--- config.mk ---
export PLATFORM = sky130hd
export DESIGN_NAME = ctq_tx_queue
export DESIGN_NICKNAME = d
export VERILOG_FILES = /design/src/ctq_pkg.sv /design/src/ctq_tx_queue.sv
export SDC_FILE = /design/constraint.sdc
export NUM_CORES = 1
export LEC_CHECK = 0
export BUFFER_PORTS_ARGS = -buffer_cell sky130_fd_sc_hd__buf_4
export CORE_MARGIN = 10
export CORE_UTILIZATION = 50
export DETAILED_ROUTE_END_ITERATION = 10
export GPL_ROUTABILITY_DRIVEN = 0
export PLACE_DENSITY = 0.72
export SLEW_MARGIN = 20
export SYNTH_ARGS = -nofsm -noshare
export SYNTH_HDL_FRONTEND = slang
export SYNTH_SLANG_ARGS = --single-unit
--- constraint.sdc ---
create_clock -name pclk -period 6.5 [get_ports pclk]
set_clock_uncertainty 0.1 [all_clocks]
set_input_delay 0.975 -clock pclk [delete_from_list [all_inputs] [get_ports pclk]]
set_output_delay 0.975 -clock pclk [all_outputs]
set_load 0.02 [all_outputs]
--- src/ctq_pkg.sv ---
package ctq_pkg;

    // Register byte addresses on the APB slave
    localparam logic [7:0] CTQ_OFS_BASE = 8'h00;
    localparam logic [7:0] CTQ_OFS_CTRL = 8'h04;
    localparam logic [7:0] CTQ_OFS_MODE = 8'h08;
    localparam logic [7:0] CTQ_OFS_STAT = 8'h0C;

    // Queue control field positions
    localparam int CTQ_PLD_LSB = 29;
    localparam int CTQ_DEPTH_LSB = 24;
    localparam int CTQ_RETRY_LSB = 21;
    localparam int CTQ_PRIO_LSB = 16;
    localparam int CTQ_CLEAR_BIT = 10;
    localparam int CTQ_SEND_BIT = 9;
    localparam int CTQ_ADV_BIT = 8;
    localparam int CTQ_TXDIR_BIT = 7;
    localparam int CTQ_ATIE_BIT = 4;
    localparam int CTQ_QEIE_BIT = 2;
    localparam int CTQ_QNIE_BIT = 0;

    // Mode register fields (mirror of the controller main control layout)
    localparam int CTQ_OPMODE_LSB = 21;
    localparam int CTQ_RLEN_BIT = 8;

    // Status register fields
    localparam int CTQ_IDX_LSB = 8;
    localparam int CTQ_EXH_BIT = 4;
    localparam int CTQ_EMPTY_BIT = 2;
    localparam int CTQ_NFULL_BIT = 0;

    // Encodings and reset values
    localparam logic [2:0] CTQ_OPMODE_CONFIG = 3'h4;
    localparam logic [2:0] CTQ_OPMODE_RST = 3'h4;
    localparam logic [1:0] CTQ_RETRY_NONE = 2'h0;
    localparam logic [1:0] CTQ_RETRY_THREE = 2'h1;
    localparam logic [1:0] CTQ_RETRY_RST = 2'h3;
    localparam logic [1:0] CTQ_THREE_RETRIES = 2'h3;
    localparam logic [31:0] CTQ_BASE_RST = 32'h0000_0000;
    localparam logic [31:0] CTQ_BASE_MASK = 32'hFFFF_FFFC;

    // Message object header size in bytes ahead of the payload
    localparam logic [7:0] CTQ_HDR_BYTES = 8'h08;

    // Request towards the CAN FD transmit engine
    typedef struct packed {
        logic valid;
        logic [31:0] addr;
        logic [4:0] prio;
        logic [1:0] retry_sel;
    } ctq_tx_req_s;

endpackage

--- src/ctq_tx_queue.sv ---
// Decided for this implementation: register access over APB and the register addresses.
`timescale 1ns/1ps

// Operation
// - Base address marks event FIFO start; message objects follow it. The code has no event FIFO and places object 0 at the base address itself.
// - Base address bits 1:0 always read zero.
// - Base address writable only when op mode equals configuration (100).
// - Payload select bits 31-29 map to 8,12,16,20,24,32,48,64 bytes.
// - Depth select gives value plus one messages, 1 to 32.
// - Payload and depth selects writable only in configuration mode.
// - Retry limit: 00 none, 01 three, 1x unlimited; resets to 11.
// - Retry limit applies only while retry limit enable bit is set.
// - Retry limit stays writable in normal mode.
// - Priority field bits 20-16 sets internal arbitration priority.
// - Queue clear reads set in configuration mode, clears in normal mode.
// - Writing 1 to queue clear resets queue; hardware clears when done.
// - Send request starts sending; self clears when all messages sent.
// - Writing 0 to a set send request asks for an abort.
// - Head advance moves the head pointer by exactly one message.
// - Transmit direction bit 7 is read only and reads 1.
// - Bit 4 enables the retries exhausted interrupt.
// - Bit 2 enables the queue empty interrupt.
// - Bit 0 enables the queue not full interrupt.
// - Unimplemented control bits 23, 15-11, 6-5, 3, 1 read zero.
// - Priority 11111 is highest, 00000 lowest.
// - Empty flag reads 1 with no message queued, else 0.
// - Not full flag reads 1 while space remains, 0 when full.
module ctq_tx_queue
    import ctq_pkg::*;
(
    // Clock and reset
    input wire logic pclk,
    input wire logic presetn,
    // APB slave
    input wire logic psel,
    input wire logic penable,
    input wire logic pwrite,
    input wire logic [7:0] paddr,
    input wire logic [31:0] pwdata,
    output logic [31:0] prdata,
    output logic pready,
    output logic pslverr,
    // Transmit engine side
    output ctq_tx_req_s tx_req,
    output logic tx_abort,
    input wire logic tx_done,
    input wire logic tx_fail,
    // Queue interrupt request
    output logic queue_irq
);

    ////////////////////////////////////////////////////////////////////////////
    // Helpers
    //
    // Both helpers are pure decodes shared by the address and pointer logic.
    // Keeping them as functions means the object size and the wrap point are
    // computed the same way everywhere they are needed.

    // Payload bytes per message for a 3-bit select
    function automatic logic [7:0] payload_bytes(input logic [2:0] sel);
        case (sel)
            3'h0: payload_bytes = 8'h08;
            3'h1: payload_bytes = 8'h0C;
            3'h2: payload_bytes = 8'h10;
            3'h3: payload_bytes = 8'h14;
            3'h4: payload_bytes = 8'h18;
            3'h5: payload_bytes = 8'h20;
            3'h6: payload_bytes = 8'h30;
            default: payload_bytes = 8'h40;
        endcase
    endfunction

    // Next pointer, wrapping at the configured depth
    // The depth select is the last valid index, so a select of zero gives a
    // one-entry queue whose pointer never moves away from zero.
    function automatic logic [4:0] ptr_inc(input logic [4:0] ptr, input logic [4:0] depth_sel);
        ptr_inc = (ptr == depth_sel) ? 5'h00 : ptr + 5'h01;
    endfunction

    ////////////////////////////////////////////////////////////////////////////
    // Registers and state
    //
    // Software visible fields keep the names they carry in the register map.
    // Head and count are private, tail reads back as the status index; count is one bit wider than the
    // pointers so that a full 32-deep queue can be told from an empty one.

    logic [31:0] msg_mem_base_addr_r;
    logic [2:0] payload_bytes_sel_r;
    logic [4:0] queue_depth_sel_r;
    logic [1:0] retry_limit_sel_r;
    logic [4:0] send_priority_r;
    logic queue_clear_r;
    logic send_request_r;
    logic retries_exhausted_irq_en_r;
    logic queue_empty_irq_en_r;
    logic queue_not_full_irq_en_r;
    logic [2:0] op_mode_state_r;
    logic retry_limit_enable_r;
    logic retries_exhausted_r;
    logic [4:0] head_r;
    logic [4:0] tail_r;
    logic [5:0] count_r;
    logic [1:0] fail_cnt_r;

    logic config_mode;
    logic wr_en;
    logic rd_setup;
    logic wr_ctrl;
    logic adv_req;
    logic queue_empty_flag;
    logic queue_not_full_flag;
    logic give_up;
    logic pop;
    logic push;
    logic [5:0] depth_msgs;
    logic [7:0] obj_bytes;
    logic [11:0] obj_offset;
    logic [31:0] ctrl_rd;

    // Decoded bus strobes and queue flags
    // All of these are combinational views of registered state, of the bus
    // or of the engine handshake; none of them is an output, so the outputs stay glitch free.
    assign config_mode = (op_mode_state_r == CTQ_OPMODE_CONFIG);
    // Writes take effect at the access edge, where pready is already high
    assign wr_en = psel & penable & pwrite & pready;
    assign rd_setup = psel & ~penable & ~pwrite;
    assign wr_ctrl = wr_en & (paddr == CTQ_OFS_CTRL);
    assign adv_req = wr_ctrl & pwdata[CTQ_ADV_BIT];
    assign depth_msgs = {1'b0, queue_depth_sel_r} + 6'h01;
    assign queue_empty_flag = (count_r == 6'h00);
    assign queue_not_full_flag = (count_r < depth_msgs);
    // A failed attempt ends the message once the limit is spent
    assign give_up = tx_fail & retry_limit_enable_r &
        ((retry_limit_sel_r == CTQ_RETRY_NONE) |
        ((retry_limit_sel_r == CTQ_RETRY_THREE) & (fail_cnt_r == CTQ_THREE_RETRIES)));
    assign pop = tx_req.valid & (tx_done | give_up);
    // Advancing a full queue is ignored so the count stays honest
    assign push = adv_req & ~config_mode & ~queue_clear_r & queue_not_full_flag;
    assign obj_bytes = CTQ_HDR_BYTES + payload_bytes(payload_bytes_sel_r);
    // Largest offset is 31 objects of 72 bytes, well inside twelve bits
    assign obj_offset = 12'(tail_r * obj_bytes);

    // Control register readback, unimplemented bits zero
    assign ctrl_rd = {payload_bytes_sel_r, queue_depth_sel_r, 1'b0, retry_limit_sel_r,
        send_priority_r, 5'h00, queue_clear_r, send_request_r, 1'b0, 1'b1, 2'h0,
        retries_exhausted_irq_en_r, 1'b0, queue_empty_irq_en_r, 1'b0,
        queue_not_full_irq_en_r};

    ////////////////////////////////////////////////////////////////////////////
    // APB handshake: read data captured in setup, answer in the access cycle
    //
    // The slave never stretches a transfer: pready rises in every access
    // cycle. Capturing read data at the setup edge costs nothing in latency
    // and keeps prdata a plain register output.

    always_ff @(posedge pclk or negedge presetn) begin
        if (!presetn) begin
            pready <= 1'b0;
            pslverr <= 1'b0;
        end else begin
            pready <= psel & ~penable;
            pslverr <= psel & ~penable & (paddr != CTQ_OFS_BASE) & (paddr != CTQ_OFS_CTRL)
                & (paddr != CTQ_OFS_MODE) & (paddr != CTQ_OFS_STAT);
        end
    end

    // Read mux; unmapped addresses read zero
    always_ff @(posedge pclk or negedge presetn) begin
        if (!presetn) begin
            prdata <= 32'h0000_0000;
        end else if (rd_setup) begin
            case (paddr)
                CTQ_OFS_BASE: prdata <= msg_mem_base_addr_r;
                CTQ_OFS_CTRL: prdata <= ctrl_rd;
                CTQ_OFS_MODE: prdata <= 32'({op_mode_state_r, 12'h000, retry_limit_enable_r,
                    8'h00});
                CTQ_OFS_STAT: prdata <= 32'({tail_r, 3'h0, retries_exhausted_r, 1'b0,
                    queue_empty_flag, 1'b0, queue_not_full_flag});
                default: prdata <= 32'h0000_0000;
            endcase
        end
    end

    ////////////////////////////////////////////////////////////////////////////
    // Configuration registers
    //
    // Writes that are not allowed in the present mode are dropped quietly,
    // field by field; other fields of the same word still land.

    // Base address, frozen outside configuration mode
    always_ff @(posedge pclk or negedge presetn) begin
        if (!presetn) begin
            msg_mem_base_addr_r <= CTQ_BASE_RST;
        end else if (wr_en && paddr == CTQ_OFS_BASE && config_mode) begin
            msg_mem_base_addr_r <= pwdata & CTQ_BASE_MASK;
        end
    end

    // Mode mirror: op mode and retry limit enable
    always_ff @(posedge pclk or negedge presetn) begin
        if (!presetn) begin
            op_mode_state_r <= CTQ_OPMODE_RST;
            retry_limit_enable_r <= 1'b0;
        end else if (wr_en && paddr == CTQ_OFS_MODE) begin
            op_mode_state_r <= pwdata[CTQ_OPMODE_LSB +: 3];
            retry_limit_enable_r <= pwdata[CTQ_RLEN_BIT];
        end
    end

    // Sizing fields only move in configuration mode
    always_ff @(posedge pclk or negedge presetn) begin
        if (!presetn) begin
            payload_bytes_sel_r <= 3'h0;
            queue_depth_sel_r <= 5'h00;
        end else if (wr_ctrl && config_mode) begin
            payload_bytes_sel_r <= pwdata[CTQ_PLD_LSB +: 3];
            queue_depth_sel_r <= pwdata[CTQ_DEPTH_LSB +: 5];
        end
    end

    // Fields writable in any mode, so a bus-off node can be re-armed
    always_ff @(posedge pclk or negedge presetn) begin
        if (!presetn) begin
            retry_limit_sel_r <= CTQ_RETRY_RST;
            send_priority_r <= 5'h00;
            retries_exhausted_irq_en_r <= 1'b0;
            queue_empty_irq_en_r <= 1'b0;
            queue_not_full_irq_en_r <= 1'b0;
        end else if (wr_ctrl) begin
            retry_limit_sel_r <= pwdata[CTQ_RETRY_LSB +: 2];
            send_priority_r <= pwdata[CTQ_PRIO_LSB +: 5];
            retries_exhausted_irq_en_r <= pwdata[CTQ_ATIE_BIT];
            queue_empty_irq_en_r <= pwdata[CTQ_QEIE_BIT];
            queue_not_full_irq_en_r <= pwdata[CTQ_QNIE_BIT];
        end
    end

    ////////////////////////////////////////////////////////////////////////////
    // Queue clear: held in configuration mode, one-cycle reset in normal mode
    //
    // The clear finishes in a single cycle, so software polling the bit sees
    // it low again on its next read. Pointers follow one edge after the bit.

    always_ff @(posedge pclk or negedge presetn) begin
        if (!presetn) begin
            queue_clear_r <= 1'b1;
        end else if (config_mode) begin
            queue_clear_r <= 1'b1;
        end else if (wr_ctrl && pwdata[CTQ_CLEAR_BIT]) begin
            queue_clear_r <= 1'b1;
        end else begin
            queue_clear_r <= 1'b0;
        end
    end

    // Head, tail and count; clear has priority over any traffic
    always_ff @(posedge pclk or negedge presetn) begin
        if (!presetn) begin
            head_r <= 5'h00;
            tail_r <= 5'h00;
            count_r <= 6'h00;
        end else if (queue_clear_r) begin
            head_r <= 5'h00;
            tail_r <= 5'h00;
            count_r <= 6'h00;
        end else begin
            if (push) begin
                head_r <= ptr_inc(head_r, queue_depth_sel_r);
            end
            if (pop) begin
                tail_r <= ptr_inc(tail_r, queue_depth_sel_r);
            end
            if (push && !pop) begin
                count_r <= count_r + 6'h01;
            end else if (pop && !push) begin
                count_r <= count_r - 6'h01;
            end
        end
    end

    ////////////////////////////////////////////////////////////////////////////
    // Send request and abort
    //
    // Any control write with the send bit low while a send is pending is an
    // abort, including writes that only touch enables. Software must keep
    // the send bit high when it updates other fields during a send.

    // Set by software, cleared when the queue drains or on abort
    always_ff @(posedge pclk or negedge presetn) begin
        if (!presetn) begin
            send_request_r <= 1'b0;
            tx_abort <= 1'b0;
        end else begin
            tx_abort <= 1'b0;
            if (queue_clear_r) begin
                send_request_r <= 1'b0;
            end else if (wr_ctrl && pwdata[CTQ_SEND_BIT]) begin
                send_request_r <= 1'b1;
            end else if (wr_ctrl && send_request_r) begin
                send_request_r <= 1'b0;
                tx_abort <= 1'b1;
            end else if (send_request_r && (queue_empty_flag ||
                (pop && count_r == 6'h01 && !push))) begin
                send_request_r <= 1'b0;
            end
        end
    end

    // Failed attempts of the message at the tail
    always_ff @(posedge pclk or negedge presetn) begin
        if (!presetn) begin
            fail_cnt_r <= 2'h0;
        end else if (queue_clear_r || pop) begin
            fail_cnt_r <= 2'h0;
        end else if (tx_fail && tx_req.valid && fail_cnt_r != CTQ_THREE_RETRIES) begin
            fail_cnt_r <= fail_cnt_r + 2'h1;
        end
    end

    // Sticky exhausted flag; a new event beats a clear in the same cycle
    always_ff @(posedge pclk or negedge presetn) begin
        if (!presetn) begin
            retries_exhausted_r <= 1'b0;
        end else if (tx_req.valid && give_up) begin
            retries_exhausted_r <= 1'b1;
        end else if (wr_en && paddr == CTQ_OFS_STAT && pwdata[CTQ_EXH_BIT]) begin
            retries_exhausted_r <= 1'b0;
        end
    end

    ////////////////////////////////////////////////////////////////////////////
    // Request towards the transmit engine; priority 11111 wins arbitration
    //
    // Valid drops for at least one cycle after every pop, so the engine
    // never sees a stale address paired with a fresh valid.

    always_ff @(posedge pclk or negedge presetn) begin
        if (!presetn) begin
            tx_req <= '0;
        end else begin
            tx_req.valid <= send_request_r & ~queue_clear_r & ~pop & ~tx_abort
                & (count_r > (pop ? 6'h01 : 6'h00)) & ~(wr_ctrl & ~pwdata[CTQ_SEND_BIT]);
            tx_req.addr <= msg_mem_base_addr_r + 32'(obj_offset);
            tx_req.prio <= send_priority_r;
            tx_req.retry_sel <= retry_limit_enable_r ? retry_limit_sel_r : CTQ_RETRY_RST;
        end
    end

    // Interrupt from any enabled status flag
    // Level output; it follows the flags with one cycle of delay
    always_ff @(posedge pclk or negedge presetn) begin
        if (!presetn) begin
            queue_irq <= 1'b0;
        end else begin
            queue_irq <= (retries_exhausted_r & retries_exhausted_irq_en_r)
                | (queue_empty_flag & queue_empty_irq_en_r)
                | (queue_not_full_flag & queue_not_full_irq_en_r);
        end
    end

endmodule // ctq_tx_queue

Word level (Yosys, flattened, before mapping)
Cells that the tools add are included.
{"block": "totals", "reg_bits": 144, "elab_cells": 146, "inputBits": 47, "out_inout_bits": 76}
{"block": "classes", "eq_ne": 18, "n_reduce_logical": 31, "order_cmp": 2, "n_addsub": 7, "n_mux": 23, "multipliers": 1, "n_bitwise": 39}
{"op": "32-bit case mux with 4 select lines", "count": 1}
{"op": "7-bit case mux with 7 select lines", "count": 1}
{"op": "32-bit by 12-bit adder with 32-bit output", "count": 1}
{"op": "1-bit AND", "count": 27}
{"op": "6-bit two-way mux", "count": 3}
{"op": "1-bit logical AND", "count": 17}
{"op": "8-bit by 4-bit == test with 1-bit output, second input constant", "count": 2}
{"op": "8-bit by 4-bit != test with 1-bit output, second input constant", "count": 2}
{"op": "5-bit two-way mux", "count": 3}
{"op": "3-bit == test, second input constant", "count": 4}
{"op": "5-bit by 8-bit multiplier with 12-bit output", "count": 1}
{"op": "1-bit two-way mux", "count": 12}
{"op": "4-bit by 8-bit adder with 8-bit output, first input constant", "count": 1}
{"op": "8-bit by 3-bit == test with 1-bit output, second input constant", "count": 1}
{"op": "8-bit zero test", "count": 1}
{"op": "8-bit by 3-bit != test with 1-bit output, second input constant", "count": 1}
{"op": "1-bit NOT", "count": 8}
{"op": "8-bit nonzero test", "count": 1}
{"op": "5-bit by 1-bit adder with 6-bit output, second input constant", "count": 1}
{"op": "6-bit by 1-bit adder with 6-bit output, second input constant", "count": 1}
{"op": "3-bit by 2-bit == test with 1-bit output, second input constant", "count": 2}
{"op": "6-bit by 1-bit == test with 1-bit output, second input constant", "count": 1}
{"op": "6-bit by 1-bit > comparator with 1-bit output", "count": 1}
{"op": "6-bit zero test", "count": 1}
{"op": "other kinds (18)", "count": 27}

Longest topological paths before layout
Gate-level depths: netlist (run 1).
{"block": "depth", "ltp_word": 16, "ltp_mapped": 23, "ltp_nobuf": 22}

Worst setup path after synthesis (run 1)
No wires, ideal clock.
{"block": "synth_path", "kind": "register to register", "startpoint": "reg payload_bytes_sel_r[2]", "endpoint": "reg tx_req[24] (netlist name)", "setup_time_ps": 133, "t_arrival_ps": 5132, "required_ps": 6267, "n_path_buf": 0, "stages_incl_launch_ff": 21, "setup_slack_ps": 1135, "period_less_slack_ps": 5365, "cell_sequence": "dfrtp_1 -> a21oi_1 -> ha_1 -> xor2_1 -> nor2b_1 -> fa_1 -> fa_1 -> inv_1 -> fa_1 -> inv_1 -> ha_1 -> a21oi_1 -> o21bai_1 -> a21oi_1 -> xnor2_1 -> ha_1 -> a21o_1 -> a21o_1 -> a31oi_1 -> nor3b_1 -> xor2_1"}
{"block": "synth_between", "elab_chain_len": 5, "elab_cells_between_ends": 11, "cone_classes": "2 x add/sub; 1 x mul; 6 x eq/ne; 1 x mux; 1 x reduce/logical"}
{"item": "start, declared", "line": "ctq_tx_queue.sv:88", "source": "logic [2:0] payload_bytes_sel_r;"}
{"item": "start signal, assigned", "line": "ctq_tx_queue.sv:216", "source": "payload_bytes_sel_r <= pwdata[CTQ_PLD_LSB +: 3];"}
{"item": "3-bit == test (tied with other cells)", "line": "ctq_tx_queue.sv:61", "source": "case (sel)"}
{"item": "7-bit case mux with 7 select lines *", "line": "ctq_tx_queue.sv:61"}
{"item": "4-bit by 8-bit adder with 8-bit output *", "line": "ctq_tx_queue.sv:139", "source": "assign obj_bytes = CTQ_HDR_BYTES + payload_bytes(payload_bytes_sel_r);"}
{"item": "5-bit by 8-bit multiplier with 12-bit output *", "line": "ctq_tx_queue.sv:141", "source": "assign obj_offset = 12'(tail_r * obj_bytes);"}
{"item": "32-bit by 12-bit adder with 32-bit output *", "line": "ctq_tx_queue.sv:343", "source": "tx_req.addr <= msg_mem_base_addr_r + 32'(obj_offset);"}
{"item": "end, declared", "line": "ctq_tx_queue.sv:44", "source": "output ctq_tx_req_s tx_req,"}
Every way passes the cells marked *; elsewhere a longest branch is shown, timed or not.
A chain may end at the register's enable or synchronous reset.

Worst setup path after layout (run 1)
{"block": "layout_path", "startpoint": "reg payload_bytes_sel_r[2]", "endpoint": "reg tx_req[35] (netlist name)"}
Same word-level chain as after synthesis.

==> impl_metrics.csv, run 1 <==
group,metric,value,unit
outcome,status,"finished, final reports clean",
grt,globalRouteOverflowTotal,0,
worst_setup_path,worstRegToRegCells,22,
synth,ys.warnings.count,0,
finish,multi_input_area,3770,sq um
sta,timing.final.max_slew_violations,0,
sta,finalSetupTns,0,ns
cts,clock_sinks,141,
sta,worst_pin_slew,0.820,ns
finish,filler_cell_count,1132,
sta,layout_min_cycle_time,6.12,ns
power,power.density,220,nW/um^2
cts,cts_post_setup_buffers_inserted,0,
synth,ys_dominant_reg_cell,"sky130_fd_sc_hd__dfrtp_1",
floorplanning,die_x,142,um
synth,synth_enable_flop_cells,0,
worst_setup_path,timing.critical_path.slowest_stage_cell,"sky130_fd_sc_hd__o31a_1",
worst_setup_path,critPathMaxFanout,10,
worst_setup_path,crit_start,"payload_bytes_sel_r[2]",
cts,postCtsHoldBufs,0,
synth,syn_area,7500,sq um
sta,grt_setup_unrepaired,"false",
routing,drt_pre_antenna_iters,5,
sta,postLayoutSetupSlackWorst,0.376,ns
worst_setup_path,timing.critical_path.to_type,"flip-flop",
sta,slew_headroom,45.3,%
worst_setup_path,cp_top_family,"adder cells",
floorplanning,starting_density_of_the_core,51.4,%
sta,fmax,163,MHz
synth,post_synth_main_area_contributors,"sky130_fd_sc_hd__dfrtp_1 (46%), sky130_fd_sc_hd__mux2_2 (7.5%), sky130_fd_sc_hd__ha_1 (7.0%)",
synth,postSynth.asyncResetShare,100,%
power,report.power.total,2.01,mW
worst_setup_path,worst_r2r_dst,"tx_req[35]",
finish,layout-area-overhead-vs-synth,21.9,%
worst_setup_path,r2r_setup_slack,0.38,ns
worst_setup_path,critical_path.cell_chain,"a21oi_1 -> ha_1 -> xor2_1 -> buf_4 -> nor2b_1 -> fa_1 -> fa_1 -> inv_1 -> fa_1 -> inv_1 -> ha_1 -> nand2_1 -> o21ai_0 -> nor2_1 -> xnor2_1 -> ha_1 -> a21o_1 -> a21o_1 -> a21oi_1 -> o31a_1 -> nor3b_1 -> xor2_1",
synth,ys_seq_elements,141,
worst_setup_path,critical_path_arrival,6.32,ns
cts,cts_tree,"done",
synth,synth-seq-area-share,47.1,%
sta,period_share,94.2,%
power,peakVddDrop,0.193,mV
place,port_buffers,118,
grt,grt_pass1_vias,5794,
min_path,hold_path_depth,0,
routing,total_number_of_vias,5609,
finish,final_net_count,896,
routing,drcViolationCount,0,
floorplanning,io_pins,123,
cts,cts.root.buffer_cell,"sky130_fd_sc_hd__clkbuf_16",
min_path,worstHoldPathType,"reg2reg",
finish,drive_above_1_share,27.5,%
grt,grt_first_pass_wirelength,30400,um
grt,grt_start_max_net_pins,95,
routing,route.detailed.wl_per_inst,18.9,um
sta,hold_viol_final,0,
synth,share_of_yosys_cell_area_claimed_by_the_top_area_cell_type,45.7,%
synth,synth_area_leader_cell,"sky130_fd_sc_hd__dfrtp_1",
cts,tritoncts.num_buffers,17,
worst_setup_path,r2r-start,"payload_bytes_sel_r[2]",
floorplanning,floorplan.die.height,142,um
cts,h-tree-depth,4,
synth,postSynthCellCount,675,
synth,number_of_library_cell_types_mapped_by_synthesis,61,
grt,grtUsageTotal,18.8,%
synth,post_synth.cell_area_avg,11.1,sq um
cts,insertion_delay,0.43,ns
worst_setup_path,cp_num_buf_inv,3,
power,cellLeakagePower,4.66,nW
cts,cts.reportedPaths.clkPinSlew,0.06,ns
finish,sequential_cell_area,3530,sq um
floorplanning,design.die.area,20300,sq um
sta,finalSetupViolations,0,
min_path,hold-path-endpoint,"tx_req[3]",
grt,antenna_found_initial,0,
routing,postRouteAntennaNets,0,
run,drv_cap,0,
worst_setup_path,required,6.70,ns
cts,cts-root-to-sink-buffers,2,
routing,route.detailed.vias_per_inst,5.67,
worst_setup_path,path_class,"reg2reg",
cts,cts_repair_resize_count,0,
routing,wirelength,18700,um
floorplanning,rows,44,
worst_setup_path,setup.worst_path.start_class,"flip-flop",
routing,dr.first_iter.drc_count,368,
min_path,launch_point_of_the_worst_hold_path,"send_priority_r[1]",
floorplanning,core,14600,sq um
place,place_worst_setup_slack,0.503,ns
place,hpwlAfterDp,14000,um
worst_setup_path,cpPeakStageDelay,0.56,ns
finish,antennaDiodeCount,0,
[cells in the mapped netlist, drive strengths merged, types with 10 or more instances]
library cell  instances
nor2b                14
clkbuf               22
dfrtp               137
nand2b               12
mux2i                13
nor3                 11
xnor2                25
and2                 16
inv                  18
nor2                 51
nand3                19
ha                   42
a21o                 10
nand2                55
a221oi               11
a21oi                17
mux2                 53
fa                   12
xor2                 27
o21ai                22
[sequential cells by signal (all words and copies together) (netlist names)]
name,count
queue_clear_r,1
msg_mem_base_addr_r,30
count_r,6
queue_empty_irq_en_r,1
payload_bytes_sel_r,3
send_request_r,1
op_mode_state_r,3
fail_cnt_r,2
send_priority_r,5
retries_exhausted_r,1
pslverr,1
tx_abort,1
retry_limit_sel_r,2
retry_limit_enable_r,1
pready,1
tail_r,5
queue_depth_sel_r,5
queue_irq,1
queue_not_full_irq_en_r,1
retries_exhausted_irq_en_r,1
tx_req,38
prdata,31
[worst reg2reg max path, delay by kind of cell (launching register included)]
family / cells / cell delay, ns
adders and majority gates: 6 / 2.46
AOI/OAI and AO/OA: 6 / 1.86
xor gates and xnor gates: 3 / 0.46
DFF: 1 / 0.45
and+or+nand+nor: 4 / 0.38
buffers and inverters: 3 / 0.26
[cell families (layout without fill, tap and decap cells)]
| logic type | after synthesis | count (layout) | share of synthesized area (%) |
|---|---|---|---|
| simple gates | 217 | 217 | 15.2 |
| flops | 141 | 141 | 47.1 |
| compound gates | 95 | 95 | 8.66 |
| mux | 66 | 66 | 9.70 |
| fa+ha+maj | 54 | 54 | 10.2 |
| xor+xnor | 52 | 52 | 6.08 |
| buf+inv | 48 | 174 | 2.87 |
| other cells | 2 | 7 | 0.100 |
[through the flow]
step	hold slack, ns	instances	utilization (%)	instance area, sq um
after global placement	0.288	960	58.6	8550
after CTS	0.319	990	62.6	9130
after detailed placement	0.297	960	58.6	8550
after floorplan	0.270	680	-	7510
after global routing	0.324	990	62.6	9140
final	0.317	990	62.6	9140
[worst max-delay path by stage]
stage / endpoint / depth (start not counted)
finish: tx_req[35] / 22
global route: tx_req[29] / 22
CTS: tx_req[35] / 22
detailed placement: tx_req[37] / 22
global placement: tx_req[37] / 22
floorplan: tx_req[24] / 20
[layer usage]
| layer | vias to the layer above | wire (um) | GRT usage [%] |
|---|---|---|---|
| li1 | 2595 | - | - |
| met1 | 2797 | 8000 | 23.7 |
| met2 | 190 | 9190 | 30.7 |
| met3 | 27 | 1170 | 4.57 |
| met4 | 0 | 320 | 6.55 |
| met5 | - | 0 | 0 |
[power by group]
part	internal, mW	switching [mW]
Sequential	0.894	0.0135
Combinational	0.0600	0.0898
Clock	0.589	0.367
Total	1.54	0.470
[layout by cell type (no fill, tap or decap), types with 5 or more instances in the layout]
cell type / count
sky130_fd_sc_hd__nor2_1: 49
sky130_fd_sc_hd__nor2b_1: 14
sky130_fd_sc_hd__o21ai_0: 22
sky130_fd_sc_hd__nand3_1: 19
sky130_fd_sc_hd__buf_4: 125
sky130_fd_sc_hd__a22o_1: 8
sky130_fd_sc_hd__o31ai_1: 5
sky130_fd_sc_hd__mux2i_1: 13
sky130_fd_sc_hd__and2_1: 16
sky130_fd_sc_hd__a221oi_1: 11
sky130_fd_sc_hd__inv_1: 18
sky130_fd_sc_hd__and3_1: 5
sky130_fd_sc_hd__conb_1: 7
sky130_fd_sc_hd__xnor2_1: 25
sky130_fd_sc_hd__nand4_1: 7
sky130_fd_sc_hd__ha_1: 42
sky130_fd_sc_hd__a21o_1: 10
sky130_fd_sc_hd__nand2_1: 55
sky130_fd_sc_hd__a21oi_1: 17
sky130_fd_sc_hd__nand2b_1: 12
sky130_fd_sc_hd__dfrtp_1: 137
sky130_fd_sc_hd__xor2_1: 27
sky130_fd_sc_hd__clkbuf_16: 17
sky130_fd_sc_hd__nor3b_1: 6
sky130_fd_sc_hd__fa_1: 12
sky130_fd_sc_hd__nor3_1: 9
sky130_fd_sc_hd__mux2_2: 50
[cell type report]
type                    count  area share, %
multi-input cells         491           41.3
flip-flops and latches    141           38.7
repair buffers            126           10.4
clock buffers              20           5.11
well taps                 184           2.52
clock inverters            10           1.26
inverters                  18          0.740
(Power assumes the default switching activity.)
==> run 2, diff against run 1 <==
Settings changed: RECOVER_POWER set to 25.
==> impl_metrics.csv, run 2 (synthesized netlist as in run 1, its figures left out) <==
group,metric,value,unit
grt,grtUsageTotal,18.8,%
grt,globalRouteOverflowTotal,0,
finish,final_cell_mix,"sky130_fd_sc_hd__dfrtp_1 (137), sky130_fd_sc_hd__buf_4 (124), sky130_fd_sc_hd__nand2_1 (55), sky130_fd_sc_hd__mux2_2 (50), sky130_fd_sc_hd__nor2_1 (49)",
outcome,failed_checks,"capacitance limit, slew limit",
routing,wirelength,18600,um
min_path,worstHoldPathType,"reg2reg",
power,power.density,220,nW/um^2
cts,cts-root-to-sink-buffers,2,
worst_setup_path,path_class,"reg2reg",
cts,insertion_delay,0.43,ns
sta,finalSetupViolations,0,
sta,timing.final.max_slew_violations,95,
worst_setup_path,critical_path_arrival,6.29,ns
finish,layout-area-overhead-vs-synth,21.8,%
sta,period_share,93.8,%
floorplanning,floorplan.die.height,142,um
sta,hold_viol_final,0,
cts,cts_post_setup_buffers_inserted,0,
grt,antenna_found_initial,0,
sta,layout_min_cycle_time,6.10,ns
worst_setup_path,timing.critical_path.to_type,"flip-flop",
cts,clock_sinks,141,
finish,largest-register,"tx_req",
grt,grt_first_pass_wirelength,30400,um
routing,postRouteAntennaNets,0,
grt,grt_pass1_vias,5794,
sta,finalSetupTns,0,ns
sta,worst_pin_slew,4.84,ns
floorplanning,die_x,142,um
finish,most_common_cell_after_layout_fill_and_taps_aside,"sky130_fd_sc_hd__dfrtp_1",
routing,route.detailed.vias_per_inst,5.67,
sta,grt_setup_unrepaired,"false",
outcome,status,"complete, but fails checks",
floorplanning,rows,44,
cts,cts.reportedPaths.clkPinSlew,0.06,ns
run,drv_cap,1,
finish,final_net_count,896,
cts,cts_tree,"done",
worst_setup_path,setup.worst_path.start_class,"flip-flop",
sta,fmax,164,MHz
power,cellLeakagePower,4.65,nW
floorplanning,starting_density_of_the_core,51.4,%
place,place_worst_setup_slack,0.503,ns
grt,grt_start_max_net_pins,95,
routing,drt_pre_antenna_iters,5,
finish,antennaDiodeCount,0,
cts,tritoncts.num_buffers,17,
cts,postCtsHoldBufs,0,
place,port_buffers,118,
floorplanning,core,14600,sq um
finish,drive_above_1_share,27.2,%
sta,finalHoldWorstSlack,0.319,ns
routing,route.detailed.wl_per_inst,18.8,um
power,peakVddDrop,0.192,mV
routing,total_number_of_vias,5614,
finish,reg.largest.list,"tx_req x38, prdata x31, msg_mem_base_addr_r x30",
cts,h-tree-depth,4,
floorplanning,design.die.area,20300,sq um
routing,dr.first_iter.drc_count,344,
cts,cts_repair_resize_count,0,
worst_setup_path,critPathMaxFanout,10,
routing,drcViolationCount,0,
finish,largest_register_ffs,38,
worst_setup_path,required,6.69,ns
floorplanning,io_pins,123,
cts,cts.root.buffer_cell,"sky130_fd_sc_hd__clkbuf_16",
place,hpwlAfterDp,14000,um
sta,slew_headroom,-222,%
sta,postLayoutSetupSlackWorst,0.403,ns
run 2: layout make-up:
type	instances	area (sq um)
fill	1134	5460
multi-input combinational	491	3770
sequential	141	3530
timing repair buffer	126	942
clock buffer	20	467
tap	184	230
clock inverter	10	115
inverter	18	67.6
run 2: metal layers:
metal	vias up	routed length (um)	track usage (%)	part of all wire, %
li1	2597	-	-	-
met1	2808	7870	23.7	42
met2	177	9180	30.7	49
met3	32	1250	4.57	6.7
met4	0	340	6.55	1.8
met5	-	0	0	0
run 2: final timing paths:
check | from | endpoint | slack [ns] | cells past startpoint
setup / recovery | payload_bytes_sel_r[2] | tx_req[35] | 0.40 | 22
hold / removal | send_priority_r[0] | tx_req[2] | 0.32 | 0
setup reg to reg | payload_bytes_sel_r[2] | tx_req[35] | 0.40 | 22
hold reg to reg | send_priority_r[0] | tx_req[2] | 0.32 | 0
max in group asynchronous | presetn | msg_mem_base_addr_r[11] | 1.42 | 1
min in group asynchronous | presetn | tx_req[26] | 2.20 | 1
run 2: metrics by stage:
| step | area, sq um | utilization, % | std cells | total power, mW |
|---|---|---|---|---|
| after global placement | 8550 | 58.6 | 960 | 1.07 |
| final | 9130 | 62.6 | 990 | 2.01 |
| after global routing | 9130 | 62.6 | 990 | 2.08 |
| after floorplan | 7510 | - | 680 | 0.992 |
| after CTS | 9130 | 62.6 | 990 | 2.03 |
| after detailed placement | 8550 | 58.6 | 960 | 1.07 |
run 2: worst max-delay path: stages, from the launching register on:
cell	delay (ns)
sky130_fd_sc_hd__dfrtp_1	0.45
sky130_fd_sc_hd__a21oi_1	0.46
sky130_fd_sc_hd__ha_1	0.26
sky130_fd_sc_hd__xor2_1	0.16
sky130_fd_sc_hd__buf_4	0.16
sky130_fd_sc_hd__nor2b_1	0.06
sky130_fd_sc_hd__fa_1	0.47
sky130_fd_sc_hd__fa_1	0.54
sky130_fd_sc_hd__inv_1	0.06
sky130_fd_sc_hd__fa_1	0.53
sky130_fd_sc_hd__inv_1	0.04
sky130_fd_sc_hd__ha_1	0.31
sky130_fd_sc_hd__nand2_1	0.06
sky130_fd_sc_hd__o21ai_0	0.25
sky130_fd_sc_hd__nor2_1	0.09
sky130_fd_sc_hd__xnor2_1	0.13
sky130_fd_sc_hd__ha_1	0.35
sky130_fd_sc_hd__a21o_1	0.23
sky130_fd_sc_hd__a21o_1	0.19
sky130_fd_sc_hd__a21oi_1	0.16
sky130_fd_sc_hd__o31a_1	0.55
sky130_fd_sc_hd__nor3b_1	0.17
sky130_fd_sc_hd__xor2_1	0.17
run 2: report_power, final:
part,switching (mW),internal (mW),leakage [nW]
Clock,0.366,0.589,0.280
Sequential,0.0137,0.894,1.91
Combinational,0.0896,0.0595,2.47
==> run 3, diff against run 2 <==
Settings changed: CORE_MARGIN 10 to unset.
==> impl_metrics.csv, run 3 (synthesized netlist as in run 1, its figures left out) <==
group,metric,value,unit
outcome,status,"complete, but fails checks",
outcome,failed_checks,"capacitance limit, slew limit",
finish,final_core_utilization,63.0,%
power,cellLeakagePower,4.68,nW
sta,finalSetupTns,0,ns
place,hpwlAfterDp,12500,um
floorplanning,rows,44,
run,drv_cap,2,
routing,route.detailed.vias_per_inst,5.54,
cts,h-tree-depth,4,
floorplanning,starting_density_of_the_core,51.4,%
grt,grt_pass1_vias,5658,
place,port_buffers,118,
worst_setup_path,setup.worst_path.start_class,"flip-flop",
worst_setup_path,path_class,"reg2reg",
finish,layoutNonFillerInstCount,993,
routing,wirelength,17100,um
sta,period_share,89.4,%
sta,slew_headroom,-110,%
cts,cts_repair_resize_count,0,
sta,layout_min_cycle_time,5.81,ns
cts,clock_sinks,141,
cts,cts_post_setup_buffers_inserted,0,
routing,route.detailed.wl_per_inst,17.2,um
finish,largest-register,"tx_req",
sta,fmax,172,MHz
cts,cts-root-to-sink-buffers,2,
floorplanning,io_pins,123,
sta,grt_setup_unrepaired,"false",
worst_setup_path,critPathMaxFanout,10,
routing,total_number_of_vias,5499,
finish,final_cell_mix,"sky130_fd_sc_hd__dfrtp_1 (137), sky130_fd_sc_hd__buf_4 (124), sky130_fd_sc_hd__nand2_1 (55), sky130_fd_sc_hd__mux2_2 (50), sky130_fd_sc_hd__nor2_1 (49)",
power,peakVddDrop,0.197,mV
cts,tritoncts.num_buffers,17,
worst_setup_path,critical_path_arrival,6.00,ns
grt,grtUsageTotal,23.7,%
floorplanning,core,14600,sq um
finish,antennaDiodeCount,0,
finish,most_common_cell_after_layout_fill_and_taps_aside,"sky130_fd_sc_hd__dfrtp_1",
floorplanning,design.die.area,15500,sq um
routing,postRouteAntennaNets,0,
worst_setup_path,worstRegToRegCells,23,
place,post_dp_cell_area,8560,sq um
power,power.density,229,nW/um^2
sta,timing.final.max_slew_violations,144,
min_path,hold_path_depth,0,
sta,finalSetupViolations,0,
floorplanning,floorplan.die.height,124,um
finish,drive_above_1_share,27.4,%
routing,drcViolationCount,0,
sta,finalHoldWorstSlack,0.298,ns
finish,final_net_count,897,
finish,layout-area-overhead-vs-synth,22.7,%
finish,finish.instance_area,9200,sq um
worst_setup_path,timing.critical_path.to_type,"flip-flop",
grt,grt_first_pass_wirelength,28900,um
sta,worst_pin_slew,3.15,ns
worst_setup_path,required,6.69,ns
min_path,worstHoldPathType,"reg2reg",
finish,largest_register_ffs,38,
routing,dr.first_iter.drc_count,399,
sta,hold_viol_final,0,
cts,postCtsHoldBufs,0,
cts,cts_tree,"done",
cts,insertion_delay,0.43,ns
cts,cts.reportedPaths.clkPinSlew,0.06,ns
floorplanning,die_x,124,um
cts,cts.root.buffer_cell,"sky130_fd_sc_hd__clkbuf_16",
routing,drt_pre_antenna_iters,5,
finish,reg.largest.list,"tx_req x38, prdata x31, msg_mem_base_addr_r x30",
grt,grt_start_max_net_pins,83,
place,numPlacedInstances,961,
grt,antenna_found_initial,0,
grt,globalRouteOverflowTotal,0,
==> run 3: cell count changes in the layout (fill, tap and decap cells not counted) <==
cell                        delta
sky130_fd_sc_hd__clkbuf_8      -2
sky130_fd_sc_hd__clkbuf_2      +1
sky130_fd_sc_hd__clkinv_4      +2
sky130_fd_sc_hd__inv_6         +2
sky130_fd_sc_hd__clkinv_2      -3
sky130_fd_sc_hd__inv_8         +1
sky130_fd_sc_hd__and2_0        +1
sky130_fd_sc_hd__and2_1        -1
sky130_fd_sc_hd__bufinv_16     +2
==> run 3: path summary, 6_finish.rpt <==
kind | startpoint | to | slack, ns
worst max-delay path | payload_bytes_sel_r[2] | tx_req[37] | 0.69
worst min register to register | send_priority_r[3] | tx_req[5] | 0.30
max in group asynchronous | presetn | tx_req[14] | 1.62
worst max register to register | payload_bytes_sel_r[2] | tx_req[37] | 0.69
min in group asynchronous | presetn | tx_req[2] | 1.49
worst min-delay path | send_priority_r[3] | tx_req[5] | 0.30
==> run 3: cell type report <==
| type | count | area [sq um] |
|---|---|---|
| multi-input cells | 491 | 3770 |
| clock inverters | 14 | 206 |
| repair buffers | 127 | 947 |
| flip-flops and latches | 141 | 3530 |
| inverters | 18 | 67.6 |
| clock buffers | 18 | 439 |
| well taps | 184 | 230 |
| fillers | 1123 | 5390 |
==> run 3: metrics by stage <==
stage          setup slack (ns)  total power [mW]
2_1_floorplan              1.14             0.992
3_3_place_gp              0.848              1.07
3_5_place_dp              0.722              1.07
4_1_cts                   0.652              2.12
5_1_grt                   0.205              2.18
6_report                  0.688              2.10
==> run 3: critical path, stage by stage, from the launching register on <==
cell and delay [ns]:
sky130_fd_sc_hd__dfrtp_1 0.46, sky130_fd_sc_hd__a21oi_1 0.10, sky130_fd_sc_hd__buf_4 0.16, sky130_fd_sc_hd__ha_1 0.19
sky130_fd_sc_hd__xor2_1 0.16, sky130_fd_sc_hd__buf_4 0.16, sky130_fd_sc_hd__nor2b_1 0.14, sky130_fd_sc_hd__fa_1 0.46
sky130_fd_sc_hd__fa_1 0.55, sky130_fd_sc_hd__inv_1 0.05, sky130_fd_sc_hd__fa_1 0.52, sky130_fd_sc_hd__inv_1 0.04
sky130_fd_sc_hd__ha_1 0.32, sky130_fd_sc_hd__nand2_1 0.06, sky130_fd_sc_hd__o21ai_0 0.25, sky130_fd_sc_hd__nor2_1 0.09
sky130_fd_sc_hd__xnor2_1 0.13, sky130_fd_sc_hd__ha_1 0.36, sky130_fd_sc_hd__a21o_1 0.22, sky130_fd_sc_hd__a21o_1 0.17
sky130_fd_sc_hd__a21oi_1 0.14, sky130_fd_sc_hd__o31a_1 0.51, sky130_fd_sc_hd__nor4b_1 0.16, sky130_fd_sc_hd__xor2_1 0.17
==> run 3: per-layer routing <==
| layer | track usage [%] | share of wire [%] | up-vias |
|---|---|---|---|
| li1 | - | - | 2595 |
| met1 | 32.7 | 46 | 2751 |
| met2 | 37.8 | 48 | 132 |
| met3 | 5.11 | 4.6 | 21 |
| met4 | 6.80 | 1.5 | 0 |
| met5 | 0 | 0 | - |
==> run 3: where the power goes <==
| group | total [mW] | internal, mW | switching, mW |
|---|---|---|---|
| clock | 1.05 | 0.659 | 0.387 |
| combinational | 0.149 | 0.0595 | 0.0890 |
| sequential | 0.907 | 0.894 | 0.0133 |
